### src/verilog/amp_pkg.sv
// Constants and types for the amplifier mode and fault manager
package amp_pkg;

  // ----------------------------------------
  // Clock
  // ----------------------------------------
  localparam int unsigned CLK_HZ = 20000000;
  localparam int unsigned CLK_NS = 1000000000 / CLK_HZ;

  // ----------------------------------------
  // Register offsets and reset values
  // ----------------------------------------
  localparam logic [7:0] REG_PWR = 8'h01;
  localparam logic [7:0] REG_DIG2 = 8'h03;
  localparam logic [7:0] REG_VOL = 8'h04;
  localparam logic [7:0] REG_FAULT = 8'h08;
  localparam logic [7:0] REG_DIG3 = 8'h13;
  localparam logic [7:0] REG_ANA2 = 8'h14;
  localparam logic [7:0] PWR_RST = 8'hFD;
  localparam logic [7:0] DIG2_RST = 8'h80;
  localparam logic [7:0] VOL_RST = 8'hCF;
  localparam logic [1:0] OC_LVL_RST = 2'h0;
  localparam logic [7:0] DIG3_RST = 8'h00;
  localparam logic [7:0] ANA2_RST = 8'h02;

  // ----------------------------------------
  // Field positions
  // ----------------------------------------
  localparam int unsigned PWR_SHUT_BIT = 0;
  localparam int unsigned PWR_SLEEP_BIT = 1;
  localparam int unsigned DIG2_MUTE_BIT = 4;
  localparam int unsigned DIG2_SPEED_BIT = 6;
  localparam int unsigned DIG3_AUTO_LSB = 3;
  localparam int unsigned ANA2_PU_BIT = 3;
  localparam int unsigned FLT_OC_LSB = 4;

  // ----------------------------------------
  // Volume ramp: 0.5 dB steps from -100 dB
  // ----------------------------------------
  localparam logic [7:0] RAMP_LVL_MAX = 8'hC8;
  localparam logic [3:0] RAMP_DIV_SLOW = 4'hF;
  localparam logic [3:0] RAMP_DIV_FAST = 4'h1;

  // ----------------------------------------
  // Auto sleep idle-sample counts
  // ----------------------------------------
  localparam logic [14:0] AUTO_N1 = 15'h1000;
  localparam logic [14:0] AUTO_N2 = 15'h2000;
  localparam logic [14:0] AUTO_N3 = 15'h4000;

  // ----------------------------------------
  // Times and cycle counts
  // ----------------------------------------
  localparam int unsigned T_ACTIVE_NS = 1000;
  localparam int unsigned T_PULSE_NS = 10000;
  localparam int unsigned T_PERIOD_NS = 350000;
  localparam int unsigned T_DC_MS = 650;
  localparam int unsigned T_LONG_MS = 1300;
  localparam int unsigned START_CYC = (T_ACTIVE_NS + CLK_NS - 1) / CLK_NS;
  localparam int unsigned PULSE_CYC = T_PULSE_NS / CLK_NS;
  localparam int unsigned PERIOD_CYC = T_PERIOD_NS / CLK_NS;
  localparam int unsigned DC_WAIT_CYC = T_DC_MS * (1000000 / CLK_NS);
  localparam int unsigned LONG_WAIT_CYC = T_LONG_MS * (1000000 / CLK_NS);

  typedef enum logic [2:0] {
    ST_SHUT, ST_START, ST_UP, ST_ACT, ST_DOWN, ST_MUTE, ST_SLEEP
  } mode_e;

endpackage : amp_pkg

### src/verilog/ramp_if.sv
// Volume ramp control and status bundle
`timescale 1ns/1ps
interface ramp_if;
  logic [7:0] target;
  logic fast;
  logic step;
  logic clear;
  logic [7:0] level;
  logic at_target;
  modport ctrl (output target, fast, step, clear, input level, at_target);
  modport gen (input target, fast, step, clear, output level, at_target);
endinterface : ramp_if

### src/verilog/vol_ramp.sv
// Sample-paced volume ramp generator
`timescale 1ns/1ps
module vol_ramp (
  input wire logic clk,
  input wire logic rstn,
  ramp_if.gen rp
);
  import amp_pkg::*;

  logic [3:0] div_q;
  logic [7:0] level_q;
  logic [3:0] div_top;

  assign div_top = rp.fast ? RAMP_DIV_FAST : RAMP_DIV_SLOW;
  assign rp.level = level_q;
  assign rp.at_target = (level_q == rp.target);

  always_ff @(posedge clk or negedge rstn) begin
    if (!rstn) begin
      div_q <= 4'h0;
      level_q <= 8'h00;
    end else if (rp.clear) begin
      div_q <= 4'h0;
      level_q <= 8'h00;
    end else if (rp.step) begin
      if (rp.at_target) begin
        div_q <= 4'h0;
      end else if (div_q == div_top) begin
        div_q <= 4'h0;
        if (level_q < rp.target) begin
          level_q <= level_q + 8'h01;
        end else begin
          level_q <= level_q - 8'h01;
        end
      end else begin
        div_q <= div_q + 4'h1;
      end
    end
  end

endmodule : vol_ramp

### src/verilog/fault_pin.sv
// Open-drain fault pin driver with startup pulsing
`timescale 1ns/1ps
module fault_pin #(
  parameter int unsigned PERIOD = amp_pkg::PERIOD_CYC
) (
  input wire logic clk,
  input wire logic rstn,
  input wire logic hold_low,
  input wire logic pulse_req,
  output logic fault_n_out_o,
  output logic fault_n_out_oe
);
  import amp_pkg::*;

  logic [12:0] cnt_q;
  logic drive_q;

  assign fault_n_out_o = 1'b0;
  assign fault_n_out_oe = drive_q;

  always_ff @(posedge clk or negedge rstn) begin
    if (!rstn) begin
      cnt_q <= 13'h0;
    end else if (!pulse_req || cnt_q == 13'(PERIOD - 1)) begin
      cnt_q <= 13'h0;
    end else begin
      cnt_q <= cnt_q + 13'h1;
    end
  end

  always_ff @(posedge clk or negedge rstn) begin
    if (!rstn) begin
      drive_q <= 1'b0;
    end else begin
      drive_q <= hold_low | (pulse_req & (cnt_q < 13'(PULSE_CYC)));
    end
  end

endmodule : fault_pin

### src/verilog/amp_mode_fault_manager.sv
// Mode sequencer and fault supervisor for a mono class-D amplifier
`timescale 1ns/1ps
module amp_mode_fault_manager #(
  parameter int unsigned PERIOD = amp_pkg::PERIOD_CYC,
  parameter int unsigned DC_WAIT = amp_pkg::DC_WAIT_CYC,
  parameter int unsigned LONG_WAIT = amp_pkg::LONG_WAIT_CYC
) (
  input wire logic clk,
  input wire logic rstn,
  input wire logic shutdown_n,
  input wire logic reg_wr,
  input wire logic [7:0] reg_addr,
  input wire logic [7:0] reg_wdata,
  output logic [7:0] reg_rdata,
  input wire logic sample_stb,
  input wire logic sample_zero,
  input wire logic pvdd_fault,
  input wire logic clk_fault,
  input wire logic over_temp_det,
  input wire logic dc_det,
  input wire logic over_current_det,
  output logic [1:0] current_limit_level,
  output amp_pkg::mode_e mode,
  output logic analog_on,
  output logic switching_en,
  output logic out_hiz,
  output logic idle_input,
  output logic [7:0] vol_level,
  output logic fault_n_out_o,
  output logic fault_n_out_oe,
  output logic fault_pullup_en
);
  import amp_pkg::*;

  // ----------------------------------------
  // Declarations
  // ----------------------------------------
  logic [7:0] pwr_q, dig2_q, vol_q, dig3_q, ana2_q;
  logic [1:0] oc_lvl_q;
  logic over_temp_flag, dc_offset_flag, over_current_flag;
  logic clock_error_flag;
  logic [24:0] rec_q;
  logic [14:0] zcnt_q;
  logic [7:0] start_q;
  logic been_active_q, auto_q;
  logic sw_q, idle_q;
  logic [7:0] rdata_q;
  mode_e st_q, st_d, dest_q, dest_d;
  logic shut_req, sleep_bit, mute_bit, latched, rec_busy;
  logic clk_flt, fault_sleep, auto_hit, start_done;
  logic [7:0] vol_tgt;
  ramp_if ramp ();

  function automatic logic is_switching(input mode_e m);
    return (m == ST_UP) || (m == ST_ACT) || (m == ST_DOWN) ||
           (m == ST_MUTE);
  endfunction : is_switching

  function automatic logic [14:0] auto_limit(input logic [1:0] c);
    case (c)
      2'h1: return AUTO_N1;
      2'h2: return AUTO_N2;
      default: return AUTO_N3;
    endcase
  endfunction : auto_limit

  // ----------------------------------------
  // Register file
  // ----------------------------------------
  always_ff @(posedge clk or negedge rstn) begin
    if (!rstn) begin
      pwr_q <= PWR_RST;
      dig2_q <= DIG2_RST;
      vol_q <= VOL_RST;
      oc_lvl_q <= OC_LVL_RST;
      dig3_q <= DIG3_RST;
      ana2_q <= ANA2_RST;
    end else if (reg_wr) begin
      case (reg_addr)
        REG_PWR: pwr_q <= reg_wdata;
        REG_DIG2: dig2_q <= reg_wdata;
        REG_VOL: vol_q <= reg_wdata;
        REG_FAULT: oc_lvl_q <= reg_wdata[FLT_OC_LSB +: 2];
        REG_DIG3: dig3_q <= reg_wdata;
        REG_ANA2: ana2_q <= reg_wdata;
        default: ;
      endcase
    end
  end

  // Shutdown reads the clock flag as set
  assign clock_error_flag = (st_q == ST_SHUT) | clk_flt;

  always_ff @(posedge clk or negedge rstn) begin
    if (!rstn) begin
      rdata_q <= 8'h00;
    end else begin
      case (reg_addr)
        REG_PWR: rdata_q <= pwr_q;
        REG_DIG2: rdata_q <= dig2_q;
        REG_VOL: rdata_q <= vol_q;
        REG_FAULT: rdata_q <= {2'h0, oc_lvl_q, clock_error_flag,
          over_current_flag, dc_offset_flag, over_temp_flag};
        REG_DIG3: rdata_q <= dig3_q;
        REG_ANA2: rdata_q <= ana2_q;
        default: rdata_q <= 8'h00;
      endcase
    end
  end

  assign reg_rdata = rdata_q;
  assign current_limit_level = oc_lvl_q;
  assign fault_pullup_en = ana2_q[ANA2_PU_BIT];

  // ----------------------------------------
  // Requests and fault qualification
  // ----------------------------------------
  assign shut_req = !shutdown_n | !pwr_q[PWR_SHUT_BIT];
  assign sleep_bit = pwr_q[PWR_SLEEP_BIT];
  assign mute_bit = dig2_q[DIG2_MUTE_BIT];
  assign clk_flt = clk_fault & (st_q != ST_SHUT);
  assign latched = over_temp_flag | dc_offset_flag | over_current_flag;
  assign rec_busy = (rec_q != 25'h0);
  assign fault_sleep = pvdd_fault | clk_flt | latched | rec_busy;
  assign auto_hit = (dig3_q[DIG3_AUTO_LSB +: 2] != 2'h0) &&
    (zcnt_q >= auto_limit(dig3_q[DIG3_AUTO_LSB +: 2]));
  assign start_done = (start_q == 8'(START_CYC - 1));
  assign vol_tgt = (vol_q > RAMP_LVL_MAX) ? RAMP_LVL_MAX : vol_q;

  // ----------------------------------------
  // Latched flags: set wins over clear
  // ----------------------------------------
  always_ff @(posedge clk or negedge rstn) begin
    if (!rstn) begin
      over_temp_flag <= 1'b0;
      dc_offset_flag <= 1'b0;
      over_current_flag <= 1'b0;
    end else begin
      over_temp_flag <= over_temp_det | (over_temp_flag & !shut_req);
      dc_offset_flag <= dc_det | (dc_offset_flag & !shut_req);
      over_current_flag <= over_current_det |
        (over_current_flag & !shut_req);
    end
  end

  // ----------------------------------------
  // Recovery wait after a cleared flag
  // ----------------------------------------
  always_ff @(posedge clk or negedge rstn) begin
    if (!rstn) begin
      rec_q <= 25'h0;
    end else if (shut_req && (over_temp_flag || over_current_flag)) begin
      rec_q <= 25'(LONG_WAIT);
    end else if (shut_req && dc_offset_flag) begin
      rec_q <= 25'(DC_WAIT);
    end else if (rec_busy) begin
      rec_q <= rec_q - 25'h1;
    end
  end

  // ----------------------------------------
  // Idle sample counter and start delay
  // ----------------------------------------
  always_ff @(posedge clk or negedge rstn) begin
    if (!rstn) begin
      zcnt_q <= 15'h0;
    end else if (sample_stb) begin
      if (!sample_zero) begin
        zcnt_q <= 15'h0;
      end else if (zcnt_q != 15'h7FFF) begin
        zcnt_q <= zcnt_q + 15'h1;
      end
    end
  end

  always_ff @(posedge clk or negedge rstn) begin
    if (!rstn) begin
      start_q <= 8'h00;
    end else if (st_q == ST_START && !start_done) begin
      start_q <= start_q + 8'h01;
    end else begin
      start_q <= 8'h00;
    end
  end

  // ----------------------------------------
  // Mode sequencer
  // ----------------------------------------
  always_comb begin
    st_d = st_q;
    dest_d = dest_q;
    if (shut_req && st_q != ST_SHUT) begin
      if (is_switching(st_q) && vol_level != 8'h00 && !fault_sleep) begin
        st_d = ST_DOWN;
        dest_d = ST_SHUT;
      end else begin
        st_d = ST_SHUT;
      end
    end else begin
      case (st_q)
        ST_SHUT: begin
          if (!shut_req) begin
            st_d = ST_START;
          end
        end
        ST_START: begin
          if (start_done) begin
            st_d = (fault_sleep || sleep_bit) ? ST_SLEEP : ST_UP;
          end
        end
        ST_UP: begin
          if (fault_sleep) begin
            st_d = ST_SLEEP;
          end else if (sleep_bit) begin
            st_d = ST_DOWN;
            dest_d = ST_SLEEP;
          end else if (ramp.at_target) begin
            st_d = mute_bit ? ST_MUTE : ST_ACT;
          end
        end
        ST_ACT: begin
          if (fault_sleep || auto_hit) begin
            st_d = ST_SLEEP;
          end else if (sleep_bit) begin
            st_d = ST_DOWN;
            dest_d = ST_SLEEP;
          end else if (mute_bit) begin
            st_d = ST_DOWN;
            dest_d = ST_MUTE;
          end
        end
        ST_DOWN: begin
          if (fault_sleep) begin
            st_d = ST_SLEEP;
          end else if (ramp.at_target) begin
            st_d = dest_q;
          end
        end
        ST_MUTE: begin
          if (fault_sleep || sleep_bit) begin
            st_d = ST_SLEEP;
          end else if (!mute_bit) begin
            st_d = ST_UP;
          end
        end
        ST_SLEEP: begin
          if (!(fault_sleep || sleep_bit || auto_hit)) begin
            st_d = auto_q ? ST_ACT : ST_UP;
          end
        end
        default: st_d = ST_SHUT;
      endcase
    end
  end

  always_ff @(posedge clk or negedge rstn) begin
    if (!rstn) begin
      st_q <= ST_SHUT;
      dest_q <= ST_SHUT;
    end else begin
      st_q <= st_d;
      dest_q <= dest_d;
    end
  end

  // Auto sleep keeps the volume, so wake needs no ramp
  always_ff @(posedge clk or negedge rstn) begin
    if (!rstn) begin
      auto_q <= 1'b0;
    end else if (st_q == ST_ACT) begin
      auto_q <= auto_hit & !fault_sleep & !shut_req;
    end else if (st_q != ST_SLEEP || fault_sleep || sleep_bit) begin
      auto_q <= 1'b0;
    end
  end

  always_ff @(posedge clk or negedge rstn) begin
    if (!rstn) begin
      been_active_q <= 1'b0;
    end else if (st_q == ST_SHUT) begin
      been_active_q <= 1'b0;
    end else if (st_q == ST_ACT) begin
      been_active_q <= 1'b1;
    end
  end

  // ----------------------------------------
  // Power stage outputs
  // ----------------------------------------
  always_ff @(posedge clk or negedge rstn) begin
    if (!rstn) begin
      sw_q <= 1'b0;
      idle_q <= 1'b0;
    end else begin
      sw_q <= is_switching(st_d);
      idle_q <= (st_d == ST_MUTE);
    end
  end

  assign mode = st_q;
  assign switching_en = sw_q;
  assign out_hiz = !sw_q;
  assign idle_input = idle_q;
  assign analog_on = (st_q != ST_SHUT);

  // ----------------------------------------
  // Volume ramp
  // ----------------------------------------
  assign ramp.target = ((st_q == ST_UP || st_q == ST_ACT || auto_q) &&
    !mute_bit) ? vol_tgt : 8'h00;
  assign ramp.fast = dig2_q[DIG2_SPEED_BIT];
  assign ramp.step = sample_stb;
  assign ramp.clear = (st_q == ST_SHUT) || (st_q == ST_SLEEP && !auto_q);
  assign vol_level = ramp.level;

  vol_ramp u_ramp (
    .clk(clk),
    .rstn(rstn),
    .rp(ramp.gen)
  );

  // ----------------------------------------
  // Fault pin
  // ----------------------------------------
  fault_pin #(.PERIOD(PERIOD)) u_fpin (
    .clk(clk),
    .rstn(rstn),
    .hold_low(latched | rec_busy | (clk_flt & been_active_q)),
    .pulse_req(clk_flt & !been_active_q),
    .fault_n_out_o(fault_n_out_o),
    .fault_n_out_oe(fault_n_out_oe)
  );

  // ----------------------------------------
  // Assertions
  // ----------------------------------------
  logic [4:0] sc_q;
  logic [7:0] lvl_q;
  always_ff @(posedge clk or negedge rstn) begin
    if (!rstn) begin
      sc_q <= 5'h0;
      lvl_q <= 8'h00;
    end else begin
      lvl_q <= vol_level;
      if (ramp.clear || (sample_stb && ramp.at_target)) begin
        sc_q <= 5'h0;
      end else if (vol_level != lvl_q) begin
        sc_q <= {4'h0, sample_stb};
      end else if (sample_stb && sc_q != 5'h1F) begin
        sc_q <= sc_q + 5'h1;
      end
    end
  end
endmodule : amp_mode_fault_manager

### config.mk
export PLATFORM = sky130hd
export DESIGN_NAME = amp_mode_fault_manager
export DESIGN_NICKNAME = d
export VERILOG_FILES = /design/src/verilog/amp_pkg.sv /design/src/verilog/ramp_if.sv /design/src/verilog/vol_ramp.sv /design/src/verilog/fault_pin.sv /design/src/verilog/amp_mode_fault_manager.sv
export SDC_FILE = /design/constraint.sdc
export NUM_CORES = 1
export LEC_CHECK = 0
export BUFFER_PORTS_ARGS = -buffer_cell sky130_fd_sc_hd__buf_4
export CAP_MARGIN = 0
export CORE_ASPECT_RATIO = 0.9
export CORE_MARGIN = 1.5
export CORE_UTILIZATION = 50
export DETAILED_ROUTE_END_ITERATION = 6
export MAX_ROUTING_LAYER = met4
export PLACE_DENSITY = 0.68
export SYNTH_ARGS = -nofsm -noshare
export SYNTH_HDL_FRONTEND = slang
export SYNTH_SLANG_ARGS = --single-unit
### constraint.sdc
create_clock -name clk -period 7.33 [get_ports clk]
set_input_delay 1.0995 -clock clk [delete_from_list [all_inputs] [get_ports clk]]
set_output_delay 1.0995 -clock clk [all_outputs]
set_load 0.005 [all_outputs]
Word-level counts from Yosys, hierarchy flattened
Cells that the tools add are included.
{ "classes": {"n_bitwise": 22, "magnitude_cmp": 4, "add_sub_neg": 7, "mux": 52, "eq_ne": 31, "n_reduce_logical": 54} }
{ "ops": {"columns": ["op", "count"], "rows": [
  ["2-to-1 mux 25 bit", 3],
  ["2-to-1 mux 3 bit", 24],
  ["2-to-1 mux 8 bit", 8],
  ["one-hot mux 8 bit (6 select lines)", 1],
  ["2-to-1 mux 15 bit", 2],
  ["one-hot mux 15 bit (2 select lines)", 1],
  ["nonzero test 25 bit", 1],
  ["subtractor 25 x 1 -> 25 bit, second input constant", 1],
  ["== test 8 x 5 -> 1 bit, second input constant", 3],
  ["one-hot mux 3 bit (7 select lines)", 1],
  ["2-to-1 mux 4 bit", 5],
  ["adder 8 x 1 -> 8 bit, second input constant", 2],
  ["adder 15 x 1 -> 15 bit, second input constant", 1],
  ["== test 3 bit, second input constant", 5],
  [">= comparator 15 bit", 1],
  ["logical OR 1 bit", 15],
  ["!= test 15 bit, second input constant", 1],
  ["AND reduction 2 bit", 7],
  ["adder 13 x 1 -> 13 bit, second input constant", 1],
  ["== test 13 bit, second input constant", 1],
  ["less-than comparator 13 x 8 -> 1 bit, second input constant", 1],
  ["2-to-1 mux 13 bit", 1],
  ["bitwise OR 1 bit", 13],
  ["== test 3 x 2 -> 1 bit, second input constant", 4],
  ["other kinds (28)", 67]
]} }
{ "word_totals": {"elab_cells": 193, "ff_bits": 137, "output_inout_bits": 28} }

Depth between registers and ports, before layout
{ "depth": {"ltp_word": 15, "depth_mapped": 20} }

By module
From an unflattened synthesis, not the netlist that was laid out.
{ "hier_totals": {"hier_cells": 743, "hier_area_um2": 7415.9} }
{ "by_module_without_submodules": {"columns": ["mod", "instances", "area_each_um2", "cells_per_inst"], "rows": [
  ["amp_mode_fault_manager", 1, 5681.7, 562],
  ["vol_ramp", 1, 1013.5, 111],
  ["fault_pin", 1, 720.7, 70]
]} }

Least setup slack after synthesis
OpenSTA, ideal clock, no wires.
{ "synth_timing": {"kind": "register to register", "start": "register st_q[1] (netlist: mode[1])", "end": "register u_ramp.level_q[7] (netlist: u_ramp.rp.level[7])", "path_stages_with_launch": 20, "t_required_ps": 7205, "setup_slack_ps": 3303, "path_buffers": 1, "setup_time_ps": 125, "t_arrival_ps": 3902, "path_cell_list": "dfrtp_1 clkbuf_1 nor2b_1 nor2_1 nor3_1 nand2_1 ha_1 nor2b_1 o21a_1 o21ai_0 a21oi_1 nand2b_1 ha_1 a21o_1 a21oi_1 o21ai_0 o41ai_1 nor3_1 o21ai_0 mux2_2"} }
{ "synth_between": {"elab_chain_cells": 11} }
{ "synth_lines": {"columns": ["element", "line_no", "text"], "rows": [
  ["start, declared", "amp_mode_fault_manager.sv:48", "mode_e st_q, st_d, dest_q, dest_d;"],
  ["start signal, assigned", "amp_mode_fault_manager.sv:261", "st_q <= st_d;"],
  ["== test 3 x 2 -> 1 bit", "amp_mode_fault_manager.sv:309", "assign ramp.target = ((st_q == ST_UP || st_q == ST_ACT || auto_q) &&"],
  ["logical OR 1 bit (2 in a row)", "amp_mode_fault_manager.sv:309", null],
  ["logical AND 1 bit", "amp_mode_fault_manager.sv:309", null],
  ["2-to-1 mux 8 bit", "amp_mode_fault_manager.sv:310", "!mute_bit) ? vol_tgt : 8'h00;"],
  ["less-than comparator 8 bit", "vol_ramp.sv:30", "if (level_q < rp.target) begin"],
  ["2-to-1 mux 8 bit", "vol_ramp.sv:30", null],
  ["2-to-1 mux 8 bit", "vol_ramp.sv:28", "end else if (div_q == div_top) begin"],
  ["2-to-1 mux 8 bit", "vol_ramp.sv:26", "if (rp.at_target) begin"],
  ["2-to-1 mux 8 bit", "vol_ramp.sv:25", "end else if (rp.step) begin"],
  ["2-to-1 mux 8 bit", "vol_ramp.sv:22", "end else if (rp.clear) begin"],
  ["end signal, assigned", "vol_ramp.sv:31", "level_q <= level_q + 8'h01;"],
  ["end signal, assigned", "vol_ramp.sv:33", "level_q <= level_q - 8'h01;"],
  ["end, declared", "vol_ramp.sv:11", "logic [7:0] level_q;"]
]} }
Parallel ways exist; a longest one is shown, timed or not. The select of a mux whose other input is x is not followed.
A chain may end at the register's enable or synchronous reset.

Final worst setup path
Ends and elaborated chain as after synthesis.

==> impl_results.md <==
- Status: finished, final reports clean
- Worst Path Max Fanout: 12
- Cts repair resizes: 0
- Gr ovfl total: 0
- Reg-to-reg critical path startpoint: mode[1]
- Drt via density: 5.728
- FF-to-FF setup slack: 2.76 ns
- Ports: between 50 and 60
- DRT Pass-1 Iters: 5
- Compound-cell area share of the yosys netlist: 0.1195
- Hold-fix buffers at CTS: 0
- Power Dens Cells: about 230 nW/um^2
- Crit-path slowest cell: dfrtp_1
- Synth cell types: 75
- Final worst-path cycle share: 0.6229
- Number of synthesized flops with an enable pin: 0
- Layout Cells excl Fill: roughly 1000
- Switch Pwr: 0.0005549 W
- Clock share of power: 0.409
- Vias in the first global route: 5589
- Crit end category: register
- Max frequency: approximately 220 MHz
- Fraction of the yosys area taken by sequential cells: 0.4703
- TritonCTS buffer count: 17
- Worst skew pair latency: 0.43 ns
- Nets: 846
- Setup bufs post-CTS: 0
- Port Buffers: 53
- Clk root buf: clkbuf_16
- # rows: 41
- Endpoints failing hold: 0
- Syn_area_per_cell: between 9 and 10 sq um
- Core ar.: 14160 sq um
- Max_cap viols: 0
- Fill count: 1248
- Register area: about 3400 sq um
- H-tree levels: 4
- CP Launch Type: register
- Post-Synthesis Cell Area: between 7000 and 8000 sq um
- DP HPWL: between 10 and 15 mm
- Syn Inst Count: 738
- Die area: 15400 sq um
- Pins Over Slew Limit: 0
- Clock sink count: 137
- Comb power frac: 0.160
- CP max stage delay: approximately 0.57 ns
- RR Endpoint: u_ramp.rp.level[7]
- Sequential cell fraction of total power: 0.432
- Final setup violation count: 0
- DR vias: 5722
- Main combinational cell family by area after synthesis: simple AND/OR/NAND/NOR gates
- Synth Net Count: around 790
- Setup Skew: roughly 0.008 ns
- Post-synthesis simple-gate area fraction: 0.2139
- Post-Route WL: 16.95 mm
- Top_reg_cell synth: dfrtp_1
- Lkg Pwr: around 3.7 nW
- Starting density of the core: 0.5177
- Worst Path Required: 7.65 ns
- Die width: 130.6 um
- Switching share of power: 0.2866
- Post-synthesis adder-cell area fraction: 0.04712
- CP Class: reg -> reg
- RePlAce Congestion: approximately 0.9
- Hold endpoint: dest_q[2]
- Clock Path Buffers: 2
- Largest net degree at the start of global routing: 82
- 1st-iter DRT viols: 423
- Initial antenna violation count: 1
- Crit path time final: 4.566 ns
- Post-Synth XOR/XNOR Area: 0.05377
- Worst Reg2Reg Path Length in Cells: 18
- Area occupied by multi-input gates: ~3700 sq um
- Wire length of the first global-routing pass: 28.21 mm
- YS warnings: 0
- RSZ-0062 raised after global routing: false
- WL per Instance: 16.97 um
- Setup TNS: 0 ns
- Detail Route Antenna Nets: 0
- Area growth, synth to finish: 15.23%
- Worst Path Arrival: 4.88 ns
- Async S/R FF share, synth: 1.000
- Most used cells in the layout excluding fill and tap cells: dfrtp_1 (122), nor2_1 (98), nand2_1 (68)
- Most common cell after layout, fill and taps aside: dfrtp_1
- Cell internal pwr: 0.001381 W
- Hold Path Class: reg -> reg
- Worst hold start: dest_q[2]
- Relative slew slack: 0.2844
- Mux share of post-synthesis cell area: 0.07306
- Residual DRC: 0
- Worst path most repeated cell: o21ai_0
- Worst-Margin Slew: roughly 1.1 ns
- Die height: 117.9 um
- Hold path depth: 2
- Yosys reg bits: 137
- Gr usage total: 0.2411
- CTS tree: done
- Placed Instances: approximately 970
- Clock transition at path regs: 0.06 ns
- Worst IR Drop VDD: approximately 0.18 mV
- Crit path cell chain: nor2b_1 -> nor2_1 -> nor3_1 -> nand2_1 -> ha_1 -> nor2b_1 -> o21a_1 -> o21ai_0 -> a21oi_1 -> nand2b_1 -> ha_1 -> a21o_1 -> a21oi_1 -> o21ai_0 -> o41ai_1 -> nor3_1 -> o21ai_0 -> mux2_2
- Share of layout cells above drive strength 1: 0.2025
-- metrics by stage --
stage / worst slack, ns / cell area, sq um / utilization / hold slack (ns) / power [W]
floorplan: 3.303 / 7330 / - / 0.4329 / 0.001042
finish: 2.764 / 8446 / 0.5965 / 0.4898 / 0.001936
global route: 2.352 / 8446 / 0.5965 / 0.5147 / 0.002023
CTS: 2.811 / 8443 / 0.5963 / 0.4899 / 0.001950
detailed placement: 2.851 / 7903 / 0.5581 / 0.4716 / 0.001153
global placement: 3.149 / 7903 / 0.5581 / 0.4501 / 0.001139
-- critical path: cells and delay by family, from the launching register on --
kind	cells	cell delay [ns]
multiplexers	1	0.35
flip-flops	1	0.57
adder cells (fa/ha/maj)	2	0.65
AO/OA/AOI/OAI	8	1.59
AND/OR/NAND/NOR	7	1.30
-- cell usage after synthesis, drive strengths merged (5+ instances only) --
| master | number | share of area |
|---|---|---|
| nand2b | 10 | 0.0085 |
| a22oi | 21 | 0.022 |
| and3 | 6 | 0.0051 |
| a21oi | 27 | 0.018 |
| dfstp | 15 | 0.054 |
| mux2 | 44 | 0.068 |
| and2 | 8 | 0.0068 |
| clkbuf | 15 | 0.0077 |
| or3 | 11 | 0.010 |
| nor3 | 19 | 0.015 |
| nor2b | 8 | 0.0068 |
| a211oi | 5 | 0.0051 |
| nand4 | 13 | 0.011 |
| dfrtp | 122 | 0.42 |
| inv | 22 | 0.011 |
| xnor2 | 22 | 0.026 |
| nor2 | 98 | 0.050 |
| or4 | 5 | 0.0061 |
| nor4 | 12 | 0.015 |
| xor2 | 23 | 0.027 |
| nand2 | 68 | 0.035 |
| o31ai | 5 | 0.0051 |
| o21ai | 37 | 0.025 |
| nand3 | 29 | 0.020 |
| ha | 26 | 0.044 |
| o21a | 5 | 0.0051 |
-- kinds of logic (layout without fill, tap and decap cells) --
logic type	after synthesis	after routing
and+or+nand+nor	307	307
DFF	137	137
AOI/OAI and AO/OA	132	132
muxes	48	48
xor gates and xnor gates	45	45
buffers and inverters	41	108
adders and majority gates	27	27
other	1	2
-- state kept, by name (all words and copies together) (netlist names), 2 cells and up --
register,cells
current_limit_level,2
rec_q,25
dig3_q,8
pwr_q,8
dig2_q,8
ana2_q,8
start_q,8
u_ramp.div_q,4
dest_q,3
u_ramp.rp.level,8
reg_rdata,8
zcnt_q,15
mode,3
vol_q,8
u_fpin.cnt_q,13
-- power groups by stage --
| stage | combinational, W | sequential (W) | clock (W) |
|---|---|---|---|
| 5_1_grt | 0.000344 | 0.000841 | 0.000838 |
| 3_3_place_gp | 0.000297 | 0.000843 | 0 |
| 2_1_floorplan | 0.000215 | 0.000827 | 0 |
| 4_1_cts | 0.000310 | 0.000835 | 0.000805 |
| 3_5_place_dp | 0.000306 | 0.000847 | 0 |
| 6_report | 0.000309 | 0.000836 | 0.000792 |
-- worst max-delay path by stage --
stage / to / cells past startpoint / start / slack, ns
2_1_floorplan: u_ramp.rp.level[7] / 19 / mode[1] / 3.30
3_3_place_gp: u_ramp.rp.level[7] / 18 / mode[1] / 3.15
3_5_place_dp: u_ramp.rp.level[7] / 18 / mode[1] / 2.85
4_1_cts: u_ramp.rp.level[7] / 18 / mode[1] / 2.81
5_1_grt: u_ramp.rp.level[7] / 18 / mode[1] / 2.35
6_report: u_ramp.rp.level[7] / 18 / mode[1] / 2.76
-- metal layers --
metal | part of all wire | track usage | wire [um]
met1 | 0.47 | 0.3259 | 7972
met3 | 0.043 | 0.04818 | 734
met4 | 0.018 | 0.09135 | 303
met5 | 0 | - | 0
met2 | 0.47 | 0.3586 | 7938
-- area by class of cell --
type / count / area share
multi-input cells: 560 / 0.4407
diodes: 1 / 0.0002963
clock inverters: 12 / 0.01230
clock buffers: 20 / 0.05170
inverters: 22 / 0.009778
flip-flops and latches: 137 / 0.4081
well taps: 193 / 0.02859
repair buffers: 54 / 0.04844
Power figures use the tool's default switching activity.
